### src/qcr_pkg.sv
// shared constants and types for the quad continuous read path
package qcr_pkg;
  localparam logic [7:0]  OP_FULL_READ    = 8'heb;   // full-address quad read
  localparam logic [7:0]  OP_ALIGN_READ   = 8'he7;   // double-word aligned quad read
  localparam int          OPCODE_CLKS     = 8;       // opcode bits, one per clock
  localparam int          ADDR_CLKS       = 6;       // address nibbles
  localparam int          ADDR_W          = 24;      // address width
  localparam logic [23:0] ADDR_TOP        = 24'h3fffff; // last byte of the array
  localparam logic [23:0] ADDR_BOTTOM     = 24'h000000; // wrap target
  localparam logic [1:0]  ALIGN_LOW_BITS  = 2'b00;   // forced low address bits
  localparam int          STAT5_ALIGN_BIT = 0;       // word_align_select position
  localparam int          STAT5_DC_LSB    = 4;       // dummy_count_field low bit
  localparam int          STAT5_DC_MSB    = 6;       // dummy_count_field high bit
  localparam logic [2:0]  DC_MAX_CODE     = 3'h4;    // highest legal dummy code
  localparam logic [7:0]  MODE_KEEP_DEF   = 8'ha0;   // default continuous mode key
  localparam logic [7:0]  STAT5_RST       = 8'h00;   // fifth_status_register default

  // link phases
  typedef enum logic [2:0] {
    ST_IDLE   = 3'b000,
    ST_OPCODE = 3'b001,
    ST_ADDR   = 3'b010,
    ST_DUMMY  = 3'b011,
    ST_DATA   = 3'b100,
    ST_IGNORE = 3'b101
  } qcr_phase_type;
endpackage : qcr_pkg

### src/qcr_quad_read.sv
// quad i/o read path with continuous fetch mode, sampled link clock
`timescale 1ns/1ps
module qcr_quad_read
  import qcr_pkg::*;
#(
  parameter logic [7:0] MODE_KEEP = MODE_KEEP_DEF   // mode value that holds continuous mode
) (
  // clock and reset
  input  wire logic       clk_sys,
  input  wire logic       rst,
  // serial link pins
  input  wire logic       sck,
  input  wire logic       cs_n,
  input  wire logic [3:0] io_in,
  output logic      [3:0] io_out,
  output logic      [3:0] io_oe,
  // status register and array access
  input  wire logic [7:0] fifth_status_register,
  output logic      [23:0] mem_addr,
  input  wire logic [7:0] mem_data,
  // status outputs
  output logic            continuous_fetch_mode,
  output logic            cmd_reject
);

  // elaboration check: an unknown mode key could never match the mode field
  if ($isunknown(MODE_KEEP)) begin : g_bad_key
    $error("mode key must be a known byte");
  end

  // whole module state
  typedef struct packed {
    logic [1:0]    sck_s;      // sync stage pair for sck
    logic [1:0]    cs_s;       // sync stage pair for chip select
    logic [7:0]    io_s0;      // both io sync stages, two nibbles packed
    logic          sck_d;      // previous synced sck
    qcr_phase_type phase;      // link phase
    logic [3:0]    cnt;        // clocks left in phase
    logic [7:0]    opcode;     // opcode shift register
    logic          aligned;    // current read is aligned
    logic [23:0]   addr;       // read address
    logic [7:0]    mode;       // mode field
    logic          keep;       // continuous mode armed
    logic [7:0]    byte_r;     // byte being sent
    logic          half;       // low nibble pending
    logic [3:0]    io_out;     // driven nibble
    logic [3:0]    io_oe;      // output enables
    logic          reject;     // unsupported opcode seen
  } qcr_state_type;

  qcr_state_type st_r;
  qcr_state_type st_nxt;

  // dummy code to clock count, includes the two mode clocks
  function automatic logic [3:0] dummy_clks(input logic [2:0] code);
    logic [2:0] c;
    c = (code > DC_MAX_CODE) ? DC_MAX_CODE : code;
    dummy_clks = {c, 1'b0} + 4'h2;
  endfunction

  // synced levels and edges
  logic       sck_q;
  logic       cs_q;
  logic [3:0] io_q;
  logic       rise;
  logic       fall;
  assign sck_q = st_r.sck_s[1];
  assign cs_q  = st_r.cs_s[1];
  assign io_q  = st_r.io_s0[7:4];
  assign rise  = sck_q & ~st_r.sck_d;
  assign fall  = ~sck_q & st_r.sck_d;

  // next-state logic
  always_comb begin
    st_nxt       = st_r;
    st_nxt.sck_s = {st_r.sck_s[0], sck};
    st_nxt.cs_s  = {st_r.cs_s[0], cs_n};
    st_nxt.io_s0 = {st_r.io_s0[3:0], io_in};
    st_nxt.sck_d = sck_q;
    if (cs_q) begin
      // frame ended: release lines and settle mode
      if (st_r.phase != ST_IDLE) begin
        st_nxt.keep = (st_r.phase == ST_DATA) && (st_r.mode == MODE_KEEP);
      end
      st_nxt.phase = ST_IDLE;
      st_nxt.io_oe = 4'h0;
      st_nxt.half  = 1'b0;
    end else begin
      case (st_r.phase)
        // frame start: skip opcode when continuous mode armed
        ST_IDLE: begin
          st_nxt.reject = 1'b0;
          if (st_r.keep) begin
            st_nxt.phase = ST_ADDR;
            st_nxt.cnt   = 4'(ADDR_CLKS);
          end else begin
            st_nxt.phase = ST_OPCODE;
            st_nxt.cnt   = 4'(OPCODE_CLKS);
          end
        end
        // opcode on io0, msb first
        ST_OPCODE: begin
          if (rise) begin
            st_nxt.opcode = {st_r.opcode[6:0], io_q[0]};
            st_nxt.cnt    = st_r.cnt - 4'h1;
            if (st_r.cnt == 4'h1) begin
              st_nxt.cnt = 4'(ADDR_CLKS);
              if ({st_r.opcode[6:0], io_q[0]} == OP_ALIGN_READ) begin
                st_nxt.aligned = 1'b1;
                st_nxt.phase   = ST_ADDR;
              end else if ({st_r.opcode[6:0], io_q[0]} == OP_FULL_READ) begin
                st_nxt.aligned = fifth_status_register[STAT5_ALIGN_BIT];
                st_nxt.phase   = ST_ADDR;
              end else begin
                st_nxt.reject = 1'b1;
                st_nxt.phase  = ST_IGNORE;
              end
            end
          end
        end
        // address nibbles, io3 carries the high bit
        ST_ADDR: begin
          if (rise) begin
            st_nxt.addr = {st_r.addr[19:0], io_q};
            st_nxt.cnt  = st_r.cnt - 4'h1;
            if (st_r.cnt == 4'h1) begin
              if (st_r.aligned) begin
                st_nxt.addr[1:0] = ALIGN_LOW_BITS;
              end
              st_nxt.phase = ST_DUMMY;
              st_nxt.cnt   = dummy_clks(fifth_status_register[STAT5_DC_MSB:STAT5_DC_LSB]);
            end
          end
        end
        // dummies; first two carry the mode field
        ST_DUMMY: begin
          if (rise) begin
            st_nxt.cnt = st_r.cnt - 4'h1;
            if (st_r.cnt > (dummy_clks(fifth_status_register[STAT5_DC_MSB:STAT5_DC_LSB])
                            - 4'h2)) begin
              st_nxt.mode = {st_r.mode[3:0], io_q};
            end
            if (st_r.cnt == 4'h1) begin
              st_nxt.phase  = ST_DATA;
              st_nxt.byte_r = mem_data;
              st_nxt.half   = 1'b0;
            end
          end
        end
        // data nibbles launched on falling edges
        ST_DATA: begin
          if (fall) begin
            st_nxt.io_oe = 4'hf;
            if (!st_r.half) begin
              st_nxt.io_out = st_r.byte_r[7:4];
              st_nxt.half   = 1'b1;
              st_nxt.addr   = (st_r.addr == ADDR_TOP) ? ADDR_BOTTOM
                              : st_r.addr + 24'h000001;
            end else begin
              st_nxt.io_out = st_r.byte_r[3:0];
              st_nxt.half   = 1'b0;
              st_nxt.byte_r = mem_data;
            end
          end
        end
        // unsupported opcode: wait for chip select high
        ST_IGNORE: begin
          st_nxt.io_oe = 4'h0;
        end
        default: begin
          st_nxt.phase = ST_IDLE;
        end
      endcase
    end
  end

  // state register
  always_ff @(posedge clk_sys or posedge rst) begin
    if (rst) begin
      st_r       <= '0;
      st_r.sck_s <= 2'b00;
      st_r.cs_s  <= 2'b11;
      st_r.phase <= ST_IDLE;
    end else begin
      st_r <= st_nxt;
    end
  end

  // outputs straight from state flops
  assign io_out                = st_r.io_out;
  assign io_oe                 = st_r.io_oe;
  assign mem_addr              = st_r.addr;
  assign continuous_fetch_mode = st_r.keep;
  assign cmd_reject            = st_r.reject;

  // chip select high releases the lines on the next cycle
  property p_release;
    @(posedge clk_sys) disable iff (rst) $rose(cs_q) |=> (io_oe == 4'h0);
  endproperty
  a_release: assert property (p_release) else $error("lines not released");

  // no drive outside data phase
  property p_oe_data;
    @(posedge clk_sys) disable iff (rst) (io_oe != 4'h0) |-> (st_r.phase == ST_DATA);
  endproperty
  a_oe_data: assert property (p_oe_data) else $error("drive outside data");

  // aligned read low bits zero after address
  property p_align;
    @(posedge clk_sys) disable iff (rst)
      (st_r.phase == ST_DUMMY && st_r.aligned) |-> (mem_addr[1:0] == 2'b00);
  endproperty
  a_align: assert property (p_align) else $error("aligned address low bits set");

  // continuous mode frame starts at address
  property p_skip_op;
    @(posedge clk_sys) disable iff (rst)
      (st_r.phase == ST_IDLE && !cs_q && st_r.keep) |=> (st_r.phase == ST_ADDR);
  endproperty
  a_skip_op: assert property (p_skip_op) else $error("opcode not skipped");

  // no continuous mode expects opcode
  property p_need_op;
    @(posedge clk_sys) disable iff (rst)
      (st_r.phase == ST_IDLE && !cs_q && !st_r.keep) |=> (st_r.phase == ST_OPCODE);
  endproperty
  a_need_op: assert property (p_need_op) else $error("opcode phase missing");

  // wrap at top address
  property p_wrap;
    @(posedge clk_sys) disable iff (rst)
      (st_r.phase == ST_DATA && fall && !st_r.half && !cs_q && mem_addr == ADDR_TOP)
      |=> (mem_addr == ADDR_BOTTOM);
  endproperty
  a_wrap: assert property (p_wrap) else $error("address did not wrap");

  // dummy count is nonzero and within range
  property p_dummy;
    @(posedge clk_sys) disable iff (rst)
      (st_r.phase == ST_DUMMY) |-> (st_r.cnt <= 4'ha && st_r.cnt != 4'h0);
  endproperty
  a_dummy: assert property (p_dummy) else $error("dummy count out of range");

  // mode mismatch clears continuous mode
  property p_mode_clear;
    @(posedge clk_sys) disable iff (rst)
      (cs_q && st_r.phase == ST_DATA && st_r.mode != MODE_KEEP) |=> !continuous_fetch_mode;
  endproperty
  a_mode_clear: assert property (p_mode_clear) else $error("mode not cleared");

  c_data:   cover property (@(posedge clk_sys) disable iff (rst) st_r.phase == ST_DATA);
  c_cont:   cover property (@(posedge clk_sys) disable iff (rst) $rose(continuous_fetch_mode));
  c_reject: cover property (@(posedge clk_sys) disable iff (rst) $rose(cmd_reject));
  c_abort:  cover property (@(posedge clk_sys) disable iff (rst) $rose(cs_q) && st_r.half);
  c_align:  cover property (@(posedge clk_sys) disable iff (rst)
                            st_r.phase == ST_DUMMY && st_r.aligned);

  // high nibble of the byte goes out on the first data fall, all lines driven
  property p_high_first;
    @(posedge clk_sys) disable iff (rst)
      (st_r.phase == ST_DATA && fall && !st_r.half && !cs_q)
      |=> (io_out == $past(st_r.byte_r[7:4]) && io_oe == 4'hf);
  endproperty
  a_high_first: assert property (p_high_first) else $error("high nibble not first");

  // low nibble follows on the next fall
  property p_low_second;
    @(posedge clk_sys) disable iff (rst)
      (st_r.phase == ST_DATA && fall && st_r.half && !cs_q)
      |=> (io_out == $past(st_r.byte_r[3:0]));
  endproperty
  a_low_second: assert property (p_low_second) else $error("low nibble not second");

  // the four lines turn around together, never a partial drive
  property p_all_lines;
    @(posedge clk_sys) disable iff (rst)
      (io_oe == 4'h0) || (io_oe == 4'hf);
  endproperty
  a_all_lines: assert property (p_all_lines) else $error("partial line drive");

  // last address nibble hands over to the dummy clocks
  property p_to_dummy;
    @(posedge clk_sys) disable iff (rst)
      (st_r.phase == ST_ADDR && rise && st_r.cnt == 4'h1 && !cs_q)
      |=> (st_r.phase == ST_DUMMY);
  endproperty
  a_to_dummy: assert property (p_to_dummy) else $error("dummy phase not entered");

endmodule // qcr_quad_read

### config.mk
export PLATFORM = sky130hd
export DESIGN_NAME = qcr_quad_read
export DESIGN_NICKNAME = d
export VERILOG_FILES = /design/src/qcr_pkg.sv /design/src/qcr_quad_read.sv
export SDC_FILE = /design/constraint.sdc
export NUM_CORES = 1
export LEC_CHECK = 0
export BUFFER_PORTS_ARGS = -buffer_cell sky130_fd_sc_hd__buf_2
export CAP_MARGIN = 15
export CORE_MARGIN = 8
export CORE_UTILIZATION = 58
export CTS_CLUSTER_DIAMETER = 100
export DETAILED_ROUTE_END_ITERATION = 10
export HOLD_SLACK_MARGIN = 0.15
export PLACE_DENSITY = 0.8
export SLEW_MARGIN = 0
export SYNTH_ARGS = -nofsm -noshare
export SYNTH_HDL_FRONTEND = slang
export SYNTH_SLANG_ARGS = --single-unit
### constraint.sdc
create_clock -name clk_sys -period 2.7 [get_ports clk_sys]
set_input_delay 0.405 -clock clk_sys [delete_from_list [all_inputs] [get_ports clk_sys]]
set_output_delay 0.405 -clock clk_sys [all_outputs]
set_load 0.005 [all_outputs]
==> flow_summary.rst <==
.. list-table::
   :header-rows: 1

   * - Metric
     - Value
   * - Ant diodes
     - 0
   * - Final period util
     - 92.66%
   * - Cts bufs inserted
     - 9
   * - Final weighted congestion in routability-driven placement
     - 0.8900
   * - DR pass1 iterations
     - 5
   * - Basic-gate share of the synthesized area counting and, or, nand and nor cells
     - 15.82%
   * - Run status
     - finished clean
   * - Sequential area share after synthesis
     - 44.52%
   * - Distinct cell type count of the synthesized netlist
     - 62
   * - Synth area leader
     - sky130_fd_sc_hd__dfrtp_1
   * - Hold Path Class
     - in2reg
   * - Remaining design rule violation count
     - 0
   * - Xor/xnor share of the synthesized area
     - 0.6142%
   * - Mean cell area of the mapped netlist
     - 9.570 um^2
   * - Overall power
     - 2.483 mW
   * - Rows
     - 31
   * - Post-layout net count
     - 509
   * - Internal power contribution
     - 1.893 mW
   * - Number of antenna violations at the first check in global routing
     - 0
   * - Max-slew violation count
     - 0
   * - Unrepaired setup endpoints after global routing
     - no
   * - Maximum clock frequency
     - 399.7 MHz
   * - Worst voltage drop across the vdd grid
     - 0.0003750 V
   * - Y dimension of the die
     - 101.9 um
   * - Metal3 WL
     - 502 um
   * - Number of filler cells placed in the layout
     - 593
   * - Root buf cell
     - sky130_fd_sc_hd__clkbuf_8
   * - Setup Buffers After CTS
     - 0
   * - Async SR Flop Fraction
     - 100.0%
   * - Final period demand of the worst path
     - 2.502 ns
   * - Synth Area in Compound Gates
     - 19.36%
   * - Clock edge transition at the registers on the reported setup and hold paths
     - 0.09 ns
   * - Worst Path Required
     - 2.97 ns
   * - Synthesized netlist net count
     - 478
   * - GRT Residual Overflow
     - 0
   * - Area fraction of the dominant cell type after synthesis
     - 43.29%
   * - # setup viols final
     - 0
   * - Clock insertion delay at the later pin of the skew report
     - 0.35 ns
   * - Wire length per cell after detailed routing
     - 16.36 um
   * - Number of maximum-capacitance violations
     - 0
   * - Final worst clock skew
     - 0.01290 ns
   * - Wirelength, routed
     - 9521 um
   * - Total global-route track usage
     - 19.23%
   * - Core region area
     - 7214 um^2
   * - Final hold vios
     - 0
   * - Fraction of layout instances using a drive strength above 1
     - 22.77%
   * - Worst Max-Slew Pin Slew
     - 0.8853 ns
   * - Worst Path Buf+Inv
     - 1
   * - Leakage power summed over all cells
     - 2.183 nW
   * - Arrival time of the worst setup path
     - 2.77 ns
   * - Sink count of the clock tree
     - 76
   * - Number of placed I/O pins
     - 58
   * - Count of input and output buffers
     - 53
   * - Die outline area
     - 10380 um^2
   * - Number of storage elements in the synthesis netlist
     - 76
   * - Endpoint class of the critical path
     - flip-flop
   * - Total vias in the final route
     - 3496
   * - Post-detail-place hpwl
     - 6555 um
   * - M1 WL
     - 4203 um
   * - TritonCTS clock tree
     - done
   * - Most numerous cell types in the synthesized netlist
     - sky130_fd_sc_hd__dfrtp_1 (74), sky130_fd_sc_hd__nand2_1 (36), sky130_fd_sc_hd__buf_4 (33), sky130_fd_sc_hd__nor2_1 (33), sky130_fd_sc_hd__inv_1 (30)
   * - Count of flip-flops with a built-in enable after synthesis
     - 0
   * - Count leader, synth
     - sky130_fd_sc_hd__dfrtp_1
   * - Total number of H-tree levels
     - 3
   * - Starting density of the core
     - 59.30%
   * - Type of the worst setup path
     - reg2reg
   * - Area growth from synthesis to layout
     - 10.91%
   * - Pin count of the biggest net entering global routing
     - 34
   * - Main combinational cell family by area after synthesis
     - compound AO/OA/AOI/OAI gates
   * - Count of yosys warnings during synthesis
     - 0
   * - Horizontal die dimension
     - 101.9 um
   * - Relative slew margins
     - 40.79%
   * - Net Sw Power
     - 590.1 uW
   * - Number of buffers on the longest clock path
     - 2
   * - Critical Path Start Type
     - flip-flop
   * - Area of the mapped netlist
     - 4278 um^2
   * - Number of DRC markers after the initial detailed-route iteration
     - 323
   * - Clock power share
     - 42.6%
   * - Mux contribution to synthesized area
     - 6.961%
   * - Adder and majority gate portion of the synthesized area
     - 2.047%
   * - Via count of the first global-routing pass
     - 3427
   * - Critical path fanouts, max
     - 30
   * - Synth top area cells
     - sky130_fd_sc_hd__dfrtp_1 (43%), sky130_fd_sc_hd__buf_4 (5.8%), sky130_fd_sc_hd__mux2_2 (3.7%)
   * - Largest delay share family, worst path
     - compound AO/OA/AOI/OAI gates
   * - Drt via density
     - 6.007
   * - Top routing layer used
     - met4
   * - Power per standard cell area
     - 523.4 nW/um^2
   * - Relative contribution of sequential cells to total power
     - 49.5%
   * - Master of the slowest instance on the critical path
     - sky130_fd_sc_hd__a31oi_2
   * - Met2 WL post-DR
     - 4660 um
   * - Share of total power consumed by net switching
     - 23.76%
   * - Post-Syn Instances
     - 447
   * - Most used DFF post-synth
     - sky130_fd_sc_hd__dfrtp_1
   * - Cts hold-fix bufs
     - 5
   * - Post-cts gate resize count
     - 0
   * - List of cells traversed by the critical path
     - or3b_1 -> buf_4 -> a31oi_2 -> a21oi_1 -> o22ai_1
   * - Maximum single-stage delay on the critical path
     - 0.73 ns
   * - Sum of negative setup slack
     - 0 ns
   * - First-pass GRT wire length
     - 15950 um
   * - Number of nets with antenna violations after detailed routing
     - 0
   * - Share of total power in combinational logic
     - 7.9%
## worst register-to-register path, delay by kind of cell (launching register included)
| family | cells | cell delay, ns |
|---|---|---|
| AO/OA/AOI/OAI | 3 | 1.13 |
| buffers and inverters | 1 | 0.29 |
| flip-flops | 1 | 0.49 |
| AND/OR/NAND/NOR | 1 | 0.51 |
## power by group through the flow
stage / sequential (mW) / combinational, mW / clock [mW]
global placement: 1.25 / 0.181 / 0
CTS: 1.23 / 0.197 / 1.08
detailed placement: 1.25 / 0.190 / 0
global route: 1.24 / 0.220 / 1.13
floorplan: 1.24 / 0.141 / 0
finish: 1.23 / 0.195 / 1.06
## layout by cell type, fill, tap and decap left out, drive strengths merged, types with 4 or more instances in the layout
cell type    count
and3             5
o31a             5
a21oi           23
nand2b           5
nand4            8
o2bb2ai          5
nor3            11
nand2           36
mux2            14
dfrtp           74
o21ai           26
clkbuf           9
inv             31
a32oi            6
ha               7
o22ai            9
a22oi            7
nor2            34
nor4             4
nand3           11
a31oi            9
mux2i           14
dlygate4sd3      5
a22o             4
buf             68
## state kept, by name, indices dropped and copies added, names as in the netlist
signal	count
st_r	33
continuous_fetch_mode	1
cmd_reject	1
io_q	4
st_nxt	6
mem_addr	24
io_out	4
sck_q	1
cs_q	1
io_oe	1
## metal layers
| layer | up-vias | global-route usage (%) |
|---|---|---|
| met1 | 1720 | 23.87 |
| li1 | 1648 | - |
| met5 | - | 0 |
| met4 | 0 | 8.578 |
| met3 | 14 | 3.678 |
| met2 | 114 | 31.84 |
## through the flow
stage,cells,hold slack [ns],instance area [um^2],util (%),setup slack [ns]
floorplan,447,0.3312,4278,-,0.3600
global placement,561,0.3331,4448,61.65,0.3195
detailed placement,561,0.3355,4448,61.65,0.2663
CTS,582,0.1503,4745,65.76,0.2613
global route,582,0.1532,4745,65.76,0.05576
finish,582,0.1643,4745,65.76,0.1982
## layout make-up
class,instances,area (um^2),area share [%]
flip-flops and latches,76,1904,40.14
multi-input cells,288,1917,40.40
clock buffers,9,123.9,2.611
well taps,99,123.9,2.611
repair buffers,73,440.4,9.283
clock inverters,7,122.6,2.584
inverters,30,112.6,2.373
## cells by family (layout without fill, tap and decap cells)
group           Yosys count  in the layout
simple gates            131            131
compound gates          119            119
buf+inv                  83            119
flops                    76             76
mux                      28             28
fa+ha+maj                 7              7
xor+xnor                  3              3
## worst paths after layout
kind / from / end / slack (ns) / cells after the start
worst max-delay path: st_r[66]$_DFFE_PP0P_ / mem_addr[9]$_DFFE_PP0P_ / 0.20 / 5
worst min-delay path: sck / st_nxt[79]$_DFF_PP0_ / 0.16 / 1
worst max register to register: st_r[66]$_DFFE_PP0P_ / mem_addr[9]$_DFFE_PP0P_ / 0.20 / 5
worst min register to register: st_nxt[74]$_DFF_PP0_ / io_q[2]$_DFF_PP0_ / 0.35 / 0
max in group asynchronous: rst / mem_addr[19]$_DFFE_PP0P_ / 1.81 / 3
min in group asynchronous: rst / mem_addr[7]$_DFFE_PP0P_ / 0.17 / 2
Note: power is estimated with default switching activity, not from simulation.
